`config.mk`:
```
export PLATFORM = sky130hd
export DESIGN_NAME = rcc_top
export DESIGN_NICKNAME = d
export VERILOG_FILES = /design/src/rtl/rcc_pkg.sv /design/src/rtl/rcc_top.sv
export SDC_FILE = /design/constraint.sdc
export NUM_CORES = 1
export LEC_CHECK = 0
export ABC_CLOCK_PERIOD_IN_PS = 1800
export BUFFER_PORTS_ARGS = -buffer_cell sky130_fd_sc_hd__buf_4
export CAP_MARGIN = 15
export CORE_UTILIZATION = 41
export DETAILED_ROUTE_END_ITERATION = 6
export PLACE_DENSITY = 0.75
export SLEW_MARGIN = 20
export SYNTH_ARGS = -nofsm -noshare
export SYNTH_HDL_FRONTEND = slang
export SYNTH_SLANG_ARGS = --single-unit
export TNS_END_PERCENT = 30
```
`constraint.sdc`:
```
create_clock -name clk -period 1.8 [get_ports clk]
set_clock_uncertainty 0.1 [all_clocks]
set_input_delay 0.27 -clock clk [delete_from_list [all_inputs] [get_ports clk]]
set_output_delay 0.27 -clock clk [all_outputs]
set_load 0.01 [all_outputs]
```
`src/rtl/rcc_pkg.sv`:
```
// Purpose: Shared constants and types for the ROM clock control block
// Assumes: AXI4-Lite register access, 32-bit data
// Notes:   Offsets are byte addresses of aligned words
package rcc_pkg;

    // ========================================
    // Bus widths and responses
    localparam int          ADDR_W       = 4;
    localparam int          DATA_W       = 32;
    localparam logic [1:0]  RESP_OKAY    = 2'h0;
    localparam logic [1:0]  RESP_SLVERR  = 2'h2;

    // ========================================
    // Register map
    localparam logic [ADDR_W-1:0] CTRL_OFS   = 4'h0;
    localparam logic [ADDR_W-1:0] STATUS_OFS = 4'h4;

    // Control register fields
    localparam int          CKE_BIT      = 16;
    localparam int          RUN_BIT      = 17;
    localparam int          DIV2_BIT     = 18;
    localparam int          CTRL_STRB    = 2;

    // Status register fields
    localparam int          ST_PD_BIT    = 0;
    localparam int          ST_CLK_BIT   = 1;
    localparam int          ST_PEND_BIT  = 2;

    // Reset values
    localparam logic        DIV2_RST     = 1'h1;
    localparam logic [1:0]  RESP_RST     = 2'h0;
    localparam logic [DATA_W-1:0] DATA_RST = 32'h0;

    // ========================================
    // ROM command codes
    typedef enum logic [2:0] {
        RCC_CMD_NONE,
        RCC_CMD_PDOWN,
        RCC_CMD_PDEXIT,
        RCC_CMD_MRS,
        RCC_CMD_READ,
        RCC_CMD_OTHER
    } rcc_cmd_code_t;

    // Command strobe with its code
    typedef struct packed {
        logic          valid;
        rcc_cmd_code_t code;
    } rcc_cmd_t;

    localparam rcc_cmd_t CMD_IDLE = '{valid: 1'b0, code: RCC_CMD_NONE};

endpackage : rcc_pkg

```
`src/rtl/rcc_top.sv`:
```
// Purpose: Clock, clock-enable and command gating for a sync mask ROM on bank 0
// Assumes: clk runs at four times the memory clock with divide-by-two set (its reset value), twice with it clear; inputs synchronous to clk
// Notes:   Registers reached over AXI4-Lite; one write and one read at a time

module rcc_top
    import rcc_pkg::*;
(
    input  wire logic                       clk,
    input  wire logic                       reset,
    input  wire logic                       sleep_reset,
    input  wire logic                       sleep_enter,
    input  wire logic                       boot_bank_sync_rom_select,
    input  wire logic                       auto_req,
    input  wire rcc_pkg::rcc_cmd_code_t     auto_code,
    output      logic                       auto_ack,
    output      rcc_pkg::rcc_cmd_t          rom_cmd,
    output      logic                       rom_clock_pin,
    output      logic                       rom_clock_enable_pin,
    input  wire logic [rcc_pkg::ADDR_W-1:0] s_axi_awaddr,
    input  wire logic                       s_axi_awvalid,
    output      logic                       s_axi_awready,
    input  wire logic [rcc_pkg::DATA_W-1:0] s_axi_wdata,
    input  wire logic [3:0]                 s_axi_wstrb,
    input  wire logic                       s_axi_wvalid,
    output      logic                       s_axi_wready,
    output      logic [1:0]                 s_axi_bresp,
    output      logic                       s_axi_bvalid,
    input  wire logic                       s_axi_bready,
    input  wire logic [rcc_pkg::ADDR_W-1:0] s_axi_araddr,
    input  wire logic                       s_axi_arvalid,
    output      logic                       s_axi_arready,
    output      logic [rcc_pkg::DATA_W-1:0] s_axi_rdata,
    output      logic [1:0]                 s_axi_rresp,
    output      logic                       s_axi_rvalid,
    input  wire logic                       s_axi_rready
);
    import rcc_pkg::*;

    // ========================================
    // Declarations
    logic                 any_rst;

    // Control and ROM state
    logic                 cke_reg;
    logic                 run_reg;
    logic                 div2_reg;
    logic                 sw_pd_reg;
    logic                 phase_reg;
    logic                 clk_pin_reg;

    // Register bus and command state
    logic                 awready_reg;
    logic                 wready_reg;
    logic                 aw_full_reg;
    logic                 w_full_reg;
    logic [ADDR_W-1:0]    awaddr_reg;
    logic [DATA_W-1:0]    wdata_reg;
    logic [3:0]           wstrb_reg;
    logic                 bvalid_reg;
    logic [1:0]           bresp_reg;
    logic                 arready_reg;
    logic                 rvalid_reg;
    logic [1:0]           rresp_reg;
    logic [DATA_W-1:0]    rdata_reg;
    logic                 auto_ack_reg;
    rcc_cmd_t             cmd_reg;

    // Next values and decodes
    rcc_cmd_t             cmd_next;
    logic                 wr_fire;
    logic                 ctrl_wr;
    logic                 cke_next;
    logic                 run_next;
    logic                 div2_next;
    logic                 sw_cmd;
    logic                 auto_ok;
    logic [DATA_W-1:0]    rd_word;
    logic [1:0]           rd_resp;
    logic [1:0]           wr_resp;
    logic [DATA_W-1:0]    ctrl_word;
    logic [DATA_W-1:0]    status_word;

    // Hardware and sleep reset act alike on control and ROM state; the bus logic uses reset only
    assign any_rst = reset | sleep_reset;

    // ========================================
    // Write path of the register bus

    // Address channel capture
    always_ff @(posedge clk) begin
        if (reset) begin
            awready_reg <= 1'b1;
            aw_full_reg <= 1'b0;
            awaddr_reg  <= '0;
        end else if (s_axi_awvalid && awready_reg) begin
            awready_reg <= 1'b0;
            aw_full_reg <= 1'b1;
            awaddr_reg  <= s_axi_awaddr;
        end else if (wr_fire) begin
            aw_full_reg <= 1'b0;
        end else if (s_axi_bready && bvalid_reg) begin
            awready_reg <= 1'b1;
        end
    end

    // Data channel capture
    always_ff @(posedge clk) begin
        if (reset) begin
            wready_reg <= 1'b1;
            w_full_reg <= 1'b0;
            wdata_reg  <= DATA_RST;
            wstrb_reg  <= '0;
        end else if (s_axi_wvalid && wready_reg) begin
            wready_reg <= 1'b0;
            w_full_reg <= 1'b1;
            wdata_reg  <= s_axi_wdata;
            wstrb_reg  <= s_axi_wstrb;
        end else if (wr_fire) begin
            w_full_reg <= 1'b0;
        end else if (s_axi_bready && bvalid_reg) begin
            wready_reg <= 1'b1;
        end
    end

    // Commit once address and data are both held
    assign wr_fire = aw_full_reg && w_full_reg && !bvalid_reg;
    assign ctrl_wr = wr_fire && (awaddr_reg == CTRL_OFS) && wstrb_reg[CTRL_STRB];

    // Write response decode, status is read-only
    always_comb begin
        wr_resp = RESP_SLVERR;
        if (awaddr_reg == CTRL_OFS) begin
            wr_resp = RESP_OKAY;
        end else if (awaddr_reg == STATUS_OFS) begin
            wr_resp = RESP_OKAY;   // Write ignored
        end
    end

    // Write response
    always_ff @(posedge clk) begin
        if (reset) begin
            bvalid_reg <= 1'b0;
            bresp_reg  <= RESP_RST;
        end else if (wr_fire) begin
            bvalid_reg <= 1'b1;
            bresp_reg  <= wr_resp;
        end else if (s_axi_bready && bvalid_reg) begin
            bvalid_reg <= 1'b0;
        end
    end

    // ========================================
    // Control bits

    // Next values from a software write
    always_comb begin
        cke_next  = cke_reg;
        run_next  = run_reg;
        div2_next = div2_reg;
        if (ctrl_wr) begin
            cke_next  = wdata_reg[CKE_BIT];
            run_next  = wdata_reg[RUN_BIT];
            div2_next = wdata_reg[DIV2_BIT];
        end
    end

    // Level bit for the clock-enable pin
    always_ff @(posedge clk) begin
        if (any_rst) begin
            cke_reg <= boot_bank_sync_rom_select;
        end else if (sleep_enter) begin
            cke_reg <= 1'b0;
        end else begin
            cke_reg <= cke_next;
        end
    end

    // Run bit for the ROM clock
    always_ff @(posedge clk) begin
        if (any_rst) begin
            run_reg <= boot_bank_sync_rom_select;
        end else if (sleep_enter) begin
            run_reg <= 1'b0;
        end else begin
            run_reg <= run_next;
        end
    end

    // Divide-by-two bit
    always_ff @(posedge clk) begin
        if (any_rst) begin
            div2_reg <= DIV2_RST;
        end else begin
            div2_reg <= div2_next;
        end
    end

    // ========================================
    // Software power-down commands

    // Enable level changed by software while clock runs
    assign sw_cmd = ctrl_wr && !sleep_enter && run_reg && (cke_next != cke_reg);

    // Software power-down state
    always_ff @(posedge clk) begin
        if (any_rst || sleep_enter) begin
            sw_pd_reg <= 1'b0;
        end else if (sw_cmd) begin
            sw_pd_reg <= !cke_next;
        end
    end

    // Automatic command allowed now
    always_comb begin
        auto_ok = auto_req && !sw_cmd && !auto_ack_reg;
        if (!run_reg) begin
            auto_ok = 1'b0;
        end else if (sw_pd_reg && (auto_code == RCC_CMD_MRS || auto_code == RCC_CMD_READ)) begin
            auto_ok = 1'b0;
        end
    end

    // Next command strobe, software command first
    always_comb begin
        cmd_next = CMD_IDLE;
        if (sw_cmd) begin
            cmd_next.valid = 1'b1;
            cmd_next.code  = cke_next ? RCC_CMD_PDEXIT : RCC_CMD_PDOWN;
        end else if (auto_ok) begin
            cmd_next.valid = 1'b1;
            cmd_next.code  = auto_code;
        end
    end

    // Command strobe towards the ROM
    always_ff @(posedge clk) begin
        if (any_rst || sleep_enter) begin
            cmd_reg <= CMD_IDLE;
        end else begin
            cmd_reg <= cmd_next;
        end
    end

    // Acknowledge to the automatic requester
    always_ff @(posedge clk) begin
        if (any_rst || sleep_enter) begin
            auto_ack_reg <= 1'b0;
        end else begin
            auto_ack_reg <= auto_ok;
        end
    end

    // ========================================
    // ROM clock generation

    // Phase for the half-rate divider
    always_ff @(posedge clk) begin
        if (any_rst || !run_reg) begin
            phase_reg <= 1'b0;
        end else begin
            phase_reg <= !phase_reg;
        end
    end

    // Clock pin held low while stopped
    always_ff @(posedge clk) begin
        if (any_rst || !run_reg) begin
            clk_pin_reg <= 1'b0;
        end else if (!div2_reg || phase_reg) begin
            clk_pin_reg <= !clk_pin_reg;
        end
    end

    // ========================================
    // Read path of the register bus

    // Register images seen by the read path
    always_comb begin
        ctrl_word                = DATA_RST;
        ctrl_word[CKE_BIT]       = cke_reg;
        ctrl_word[RUN_BIT]       = run_reg;
        ctrl_word[DIV2_BIT]      = div2_reg;
        status_word              = DATA_RST;
        status_word[ST_PD_BIT]   = sw_pd_reg;
        status_word[ST_CLK_BIT]  = clk_pin_reg;
        status_word[ST_PEND_BIT] = auto_req && !auto_ok && !auto_ack_reg;
    end

    // Read decode
    always_comb begin
        rd_word = DATA_RST;
        rd_resp = RESP_OKAY;
        if (s_axi_araddr == CTRL_OFS) begin
            rd_word = ctrl_word;
        end else if (s_axi_araddr == STATUS_OFS) begin
            rd_word = status_word;
        end else begin
            rd_resp = RESP_SLVERR;
        end
    end

    // Address accept and data return
    always_ff @(posedge clk) begin
        if (reset) begin
            arready_reg <= 1'b1;
            rvalid_reg  <= 1'b0;
            rresp_reg   <= RESP_RST;
            rdata_reg   <= DATA_RST;
        end else if (s_axi_arvalid && arready_reg) begin
            arready_reg <= 1'b0;
            rvalid_reg  <= 1'b1;
            rresp_reg   <= rd_resp;
            rdata_reg   <= rd_word;
        end else if (s_axi_rready && rvalid_reg) begin
            rvalid_reg  <= 1'b0;
            arready_reg <= 1'b1;
        end
    end

    // ========================================
    // Outputs
    assign s_axi_awready        = awready_reg;
    assign s_axi_wready         = wready_reg;
    assign s_axi_bvalid         = bvalid_reg;
    assign s_axi_bresp          = bresp_reg;
    assign s_axi_arready        = arready_reg;
    assign s_axi_rvalid         = rvalid_reg;
    assign s_axi_rresp          = rresp_reg;
    assign s_axi_rdata          = rdata_reg;
    assign auto_ack             = auto_ack_reg;
    assign rom_cmd              = cmd_reg;
    assign rom_clock_pin        = clk_pin_reg;
    assign rom_clock_enable_pin = cke_reg;

endmodule : rcc_top

```
==> run metrics, run 1 <==
count of pins over their slew limit 0; total wire length 3058 µm; Ant. Diodes 0; beginning of the worst register-to-register path awaddr_reg[0]; critical path peak fanout 4; residual antenna-violating net count after detailed routing 0; all-layer global routing usage 0.1601; share of the yosys chip area belonging to registers 0.4374; HPWL Detailed 2285 µm; initial antenna violation count 0; number of rows created at floorplan 22; most frequent standard cell in the layout excluding fill and tap cells buf_4; Worst-Skew Late Latency 280 ps; most frequent cells in the layout 48 x buf_4, 33 x dfxtp_1, 28 x conb_1; cells on worst reg2reg path 4; peak supply drop 0.5333 mV; total power divided by cell area 819.9 nW/µm²; type of the worst min-delay path in2reg; drt first-iter violations 56; fill cell count 368; TritonCTS clock tree done; Yosys cell types 36; Avg Vias per Cell 4.713; nets 291; clock transition at the registers of the reported paths 70 ps; proportion of layout cells with a drive suffix above 1 0.2564; type of destination of the critical path register; wire length per cell 10.84 µm; via count of the first global-routing pass 1,152; final setup fails 0; multi-input gate area in the final layout 757.0 µm²; main area contributors after synthesis dfxtp_1 42%, buf_4 13%, a21oi_1 4.8%, nand2_1 4.5%, nand3_1 3.8%; WP data arrival 1710 ps; post-synthesis to final-layout area growth 25.04%; synth warn 0; Finished Core Util 0.5353; run status finished clean; Post-Synthesis Mean Instance Area 8.676 µm²; CTS buffer count 5; initial core utilization 0.4281; CP Launch Point awaddr_reg[0]; Req. time, crit path 1880 ps; full die area 4104 µm²; vertical die dimension 64.06 µm; max-capacitance violation count 0; H-tree Lvls 2; Startpoint Class register; sequential standard cell area 690.7 µm²; overall via count from detail_route 1,329; P_leak 0.0008924 µW; flip-flop and latch count after synthesis 34; total of hold buffers inserted after clock tree synthesis 0; share of the clock period used by the worst path after layout 0.9079; max FFs per register 6; maximum clock rate 611.9 MHz; # IOs 106; crit path kind reg2reg; largest net degree at the start of global routing 29; RSZ-0062 raised after global routing no; I/O Buffers 45; clock sinks 34; end of the worst register-to-register path rom_cmd[1]; post-synth top area share 0.4184; netlist area before placement 1579 µm²; r2r setup slk 170 ps; area of the placeable core 3689 µm²; Critical Path End rom_cmd[1]; number of resized instances in the post-cts repair step 0; global placer's final weighted congestion 0.7916; clk buf depth 2; Die W 64.06 µm; DRC violations left 0; Period minus WS final 1634 ps; number of buffers inserted by post-CTS setup repair 0; 1st-pass router iterations 4; first-pass GRT wire length 4974 µm; number of failing hold endpoints at the final stage 0; cell count after synthesis 182; total grt overflow 0; cell type with the largest total area after synthesis dfxtp_1; Root Buffer clkbuf_8; total negative setup slack 0 ps
## worst min path at each step
stage                startpoint         to  slack [ps]  depth (start not counted)
floorplan             phase_reg  phase_reg         280                          1
global placement      phase_reg  phase_reg         290                          1
detailed placement    phase_reg  phase_reg         290                          1
CTS                 sleep_reset   div2_reg         120                          3
global route        sleep_reset   div2_reg         120                          3
finish              sleep_reset   div2_reg         130                          3
## kinds of logic (layout without fill, tap and decap cells)
kind of cell,after synthesis,count (layout),synth area share
multiplexers,1,1,0.006339
AND/OR/NAND/NOR,71,71,0.2504
buffers and inverters,34,59,0.1474
other,1,28,0.002375
AO/OA/AOI/OAI,39,39,0.1450
flip-flops,34,34,0.4374
XOR/XNOR,2,2,0.01110
## worst max-delay path: stages (launching register included)
cell and delay (ps):
dfxtp_1 320, or4b_4 580, or2_4 270, o21ai_0 170, a21oi_1 80
## final cells by class
type	count	share of cell area
multi-input combinational	141	0.3834
sequential	34	0.3498
timing repair buffer	48	0.1825
clock buffer	6	0.04183
tap	48	0.03042
clock inverter	2	0.006337
inverter	3	0.005703
## power by group
group          switching [µW]  internal (µW)
clock network             278            307
logic                     114           98.3
registers                31.3            790
## routing by layer
| metal | part of all wire | up-vias | track usage |
|---|---|---|---|
| li1 | - | 676 | - |
| met1 | 0.46 | 601 | 0.1950 |
| met2 | 0.45 | 47 | 0.2434 |
| met3 | 0.072 | 5 | 0.06429 |
| met4 | 0.017 | 0 | 0.07670 |
| met5 | 0 | - | 0 |
## per-stage QoR
stage	setup WS [ps]	area (µm²)	power (µW)	cells	hold WS, ps
6_report	165.8	1974	1619	282	130.0
5_1_grt	74.57	1974	1711	282	121.1
4_1_cts	166.6	1974	1632	282	117.6
3_5_place_dp	172.5	1879	1050	274	294.7
3_3_place_gp	183.4	1879	1047	274	292.2
2_1_floorplan	221.7	1680	997.4	209	283.2
## cell usage after synthesis
cell type,instances
nor3b_1,1
o21ai_1,3
nand4bb_2,1
and2_1,1
or2_4,1
or4b_4,1
nand4b_1,1
a21oi_1,15
mux2i_1,1
buf_4,28
a32oi_1,2
clkbuf_1,2
and3b_1,1
a21o_1,6
nor2b_1,1
conb_1,1
a31oi_1,1
o21ai_0,8
xnor2_1,1
nor2_1,13
a211oi_1,1
dfxtp_1,33
nand3_1,12
nand2_1,19
nor4b_4,1
nand2b_1,2
nand4bb_1,1
xor2_1,1
inv_1,3
a22oi_1,3
nand3b_1,4
nor3_1,6
buf_1,1
or3_1,2
edfxtp_1,1
and3_1,3
Note: power is estimated with default switching activity, not from simulation.
==> run 2: changes to the inputs <==
--- a/config.mk
+++ b/config.mk
@@ -11,5 +11,5 @@
 export CORE_UTILIZATION = 41
 export DETAILED_ROUTE_END_ITERATION = 6
-export PLACE_DENSITY = 0.75
+export PLACE_DENSITY = 0.85
 export SLEW_MARGIN = 20
 export SYNTH_ARGS = -nofsm -noshare
==> constraint.sdc (replaced) <==
create_clock -name clk -period 1.8 [get_ports clk]
set_clock_uncertainty 0.1 [all_clocks]
set_input_delay 0.54 -clock clk [delete_from_list [all_inputs] [get_ports clk]]
set_output_delay 0.54 -clock clk [all_outputs]
set_load 0.01 [all_outputs]
==> run metrics, run 2 (synthesis gave the netlist of run 1 again) <==
total non-filler cell area in the finished layout 1986 µm²; fill cell count 371; nets 293; area of the placeable core 3689 µm²; cell at the slowest stage of the critical path or4b_4; via count of the first global-routing pass 1,238; total internal power 1200 µW; Finished Core Util 0.5383; clock network power share 0.354; share of the clock period used by the worst path after layout 0.9097; number of rows created at floorplan 22; CTS buffer count 5; Req. time, crit path 1870 ps; clock transition at the registers of the reported paths 70 ps; total power divided by cell area 809.9 nW/µm²; all-layer global routing usage 0.1670; RSZ-0062 raised after global routing no; portion of total power attributed to sequential cells 0.511; wire length per cell 11.15 µm; Root Buffer clkbuf_8; Bufs and invs on worst path 0; post-place instance area 1894 µm²; Avg Vias per Cell 4.757; largest net degree at the start of global routing 22; switching power 407.8 µW; 1st-pass router iterations 4; global placer's final weighted congestion 0.7650; count of pins over their slew limit 0; I/O Buffers 45; clk buf depth 2; most frequent standard cell in the layout excluding fill and tap cells buf_4; DRC violations left 0; total grt overflow 0; crit path kind reg2reg; vertical die dimension 64.06 µm; total wire length 3168 µm; Worst-Skew Late Latency 280 ps; H-tree Lvls 2; first-pass GRT wire length 5230 µm; total of hold buffers inserted after clock tree synthesis 0; max FFs per register 6; residual antenna-violating net count after detailed routing 0; # IOs 106; number of resized instances in the post-cts repair step 0; number of buffers inserted by post-CTS setup repair 0; proportion of layout cells with a drive suffix above 1 0.2585; total negative setup slack 0 ps; type of destination of the critical path register; delay contributed by the slowest stage of the critical path 580 ps; drt first-iter violations 93; combinational share of power 0.135; maximum clock rate 610.7 MHz; WP data arrival 1700 ps; overall via count from detail_route 1,351; cell type group with the largest total delay on the critical path simple AND/OR/NAND/NOR gates; number of failing hold endpoints at the final stage 0; Startpoint Class register; Die W 64.06 µm; run status finished clean; initial antenna violation count 0; net switching share of the total power 0.2536; P_leak 0.0009029 µW; critical path peak fanout 4; Ant. Diodes 0; CP Cell Sequence or4b_4 > or2_4 > o21ai_0 > a21oi_1; peak supply drop 0.5429 mV; clock sinks 34; Period minus WS final 1637 ps; post-synthesis to final-layout area growth 25.75%; full die area 4104 µm²; TritonCTS clock tree done; max-capacitance violation count 0; initial core utilization 0.4281; final setup fails 0; most frequent cells in the layout 50 x buf_4, 33 x dfxtp_1, 28 x conb_1; HPWL Detailed 2474 µm; type of the worst min-delay path reg2reg
-- run 2: power by group through the flow --
stage          sequential [µW]  clock, µW  combinational [µW]
2_1_floorplan              840          0                 158
3_3_place_gp               837          0                 212
3_5_place_dp               839          0                 216
4_1_cts                    822        590                 217
5_1_grt                    827        625                 241
6_report                   822        570                 216
-- run 2: metrics by stage --
stage | setup WS, ps | cells | power (µW) | hold WS, ps
detailed placement | 97.28 | 276 | 1056 | 295.3
global route | 110.8 | 284 | 1693 | 328.1
global placement | 96.54 | 276 | 1049 | 289.2
CTS | 150.9 | 284 | 1630 | 304.9
floorplan | 221.7 | 209 | 997.4 | 283.2
finish | 162.5 | 284 | 1608 | 302.9
-- run 2: cell type report --
| class | instances | area (µm²) | area share |
|---|---|---|---|
| tap | 48 | 60.06 | 0.03025 |
| clock buffer | 7 | 86.33 | 0.04348 |
| inverter | 3 | 11.26 | 0.005671 |
| clock inverter | 1 | 5.005 | 0.002520 |
| sequential | 34 | 690.7 | 0.3478 |
| timing repair buffer | 50 | 375.4 | 0.1890 |
| multi-input combinational | 141 | 757.0 | 0.3812 |
-- run 2: worst register-to-register path, stage by stage, from the launching register on --
cell,delay (ps)
dfxtp_1,320
or4b_4,580
or2_4,270
o21ai_0,170
a21oi_1,80
-- run 2: layer usage --
layer  vias up  GRT usage  part of all wire
met3         4    0.06429             0.072
met2        56     0.2886              0.48
met1       607     0.1867              0.44
met4         0    0.05398            0.0092
li1        684          -                 -
met5         -          0                 0
-- run 2: path summary, 6_finish.rpt --
check           startpoint    endpoint  slack [ps]  cells past startpoint
min              phase_reg   phase_reg         300                      1
min reg2reg      phase_reg   phase_reg         300                      1
max          awaddr_reg[0]  rom_cmd[1]         160                      4
max reg2reg  awaddr_reg[0]  rom_cmd[1]         160                      4
==> run 3: changes to the inputs <==
--- a/config.mk
+++ b/config.mk
@@ -10,4 +10,5 @@
 export CAP_MARGIN = 15
 export CORE_UTILIZATION = 41
+export CTS_CLUSTER_DIAMETER = 150
 export DETAILED_ROUTE_END_ITERATION = 6
 export PLACE_DENSITY = 0.85
==> constraint.sdc (replaced) <==
create_clock -name clk -period 1.8 [get_ports clk]
set_clock_uncertainty 0.1 [all_clocks]
set_input_delay 0.27 -clock clk [delete_from_list [all_inputs] [get_ports clk]]
set_output_delay 0.27 -clock clk [all_outputs]
set_load 0.01 [all_outputs]
==> run metrics, run 3 (synthesis gave the netlist of run 1 again) <==
area of the placeable core 3689 µm²; clk buf depth 2; TritonCTS clock tree done; most frequent cells in the layout 47 x buf_4, 33 x dfxtp_1, 28 x conb_1; initial core utilization 0.4281; total negative setup slack 0 ps; HPWL Detailed 2328 µm; number of resized instances in the post-cts repair step 0; CTS buffer count 5; Finished Core Util 0.5322; most frequent standard cell in the layout excluding fill and tap cells buf_4; number of rows created at floorplan 22; total grt overflow 0; post-synthesis to final-layout area growth 24.33%; Die W 64.06 µm; count of pins over their slew limit 0; residual antenna-violating net count after detailed routing 0; transition time of the tightest slew-check pin 665.1 ps; type of the worst min-delay path in2reg; initial antenna violation count 0; H-tree Lvls 2; fill cell count 364; share of the clock period used by the worst path after layout 0.9051; 1st-pass router iterations 4; number of failing hold endpoints at the final stage 0; Avg Vias per Cell 4.808; first-pass GRT wire length 5037 µm; DRC violations left 0; critical path peak fanout 4; wire length per cell 11.07 µm; Period minus WS final 1629 ps; type of destination of the critical path register; Slew headroom 0.5532; largest net degree at the start of global routing 29; Req. time, crit path 1870 ps; nets 290; Worst-Skew Late Latency 280 ps; # IOs 106; all-layer global routing usage 0.1580; max FFs per register 6; RSZ-0062 raised after global routing no; total wire length 3110 µm; clock transition at the registers of the reported paths 60 ps; vertical die dimension 64.06 µm; via count of the first global-routing pass 1,185; maximum clock rate 613.8 MHz; number of non-filler instances in the completed layout 281; global placer's final weighted congestion 0.7512; drt first-iter violations 86; proportion of layout cells with a drive suffix above 1 0.2489; run status finished clean; Root Buffer clkbuf_8; number of instances in the placed design 273; overall via count from detail_route 1,351; full die area 4104 µm²; Startpoint Class register; crit path kind reg2reg; Ant. Diodes 0; number of buffers inserted by post-CTS setup repair 0; total power of the final layout 1603 µW; final setup fails 0; I/O Buffers 45; Hold Crit Depth 3; max-capacitance violation count 0; clock sinks 34; cells on worst reg2reg path 4; total of hold buffers inserted after clock tree synthesis 0; P_leak 0.0008881 µW; total power divided by cell area 816.4 nW/µm²; peak supply drop 0.4569 mV; WP data arrival 1700 ps; final-layout worst hold slack 125.8 ps
run 3: metrics by stage:
| step | setup WS [ps] | cell area (µm²) |
|---|---|---|
| finish | 170.8 | 1963 |
| global route | 91.01 | 1963 |
| CTS | 153.4 | 1963 |
| detailed placement | 165.2 | 1872 |
| global placement | 180.0 | 1872 |
| floorplan | 221.7 | 1680 |
run 3: report_power, final:
| group | switching (µW) | leakage, µW | internal [µW] | total, µW |
|---|---|---|---|---|
| sequential | 31.2 | 0.000281 | 790 | 821 |
| combinational | 115 | 0.000559 | 97.4 | 212 |
| clock | 261 | 0.0000482 | 308 | 569 |
run 3: final cells by class:
class                      count  area [µm²]  area share
clock buffer                   7       86.33     0.04398
sequential                    34       690.7      0.3518
multi-input combinational    141       757.0      0.3856
timing repair buffer          47       352.8      0.1797
clock inverter                 1       5.005    0.002549
inverter                       3       11.26    0.005736
tap                           48       60.06     0.03059
run 3: worst max-delay path, cell delays in order (launching register included):
cell	delay, ps
dfxtp_1	320
or4b_4	580
or2_4	270
o21ai_0	160
a21oi_1	80
run 3: path summary, 6_finish.rpt:
path                  from          to  slack, ps
max          awaddr_reg[0]  rom_cmd[1]        170
min            sleep_reset    div2_reg        130
max reg2reg  awaddr_reg[0]  rom_cmd[1]        170
min reg2reg      phase_reg   phase_reg        300
run 3: per-layer routing:
metal / vias up / global-route usage / share of wire
met2: 60 / 0.2620 / 0.46
met4: 0 / 0.06818 / 0.014
met3: 5 / 0.04464 / 0.074
met5: - / 0 / 0
li1: 678 / - / -
met1: 608 / 0.1892 / 0.45
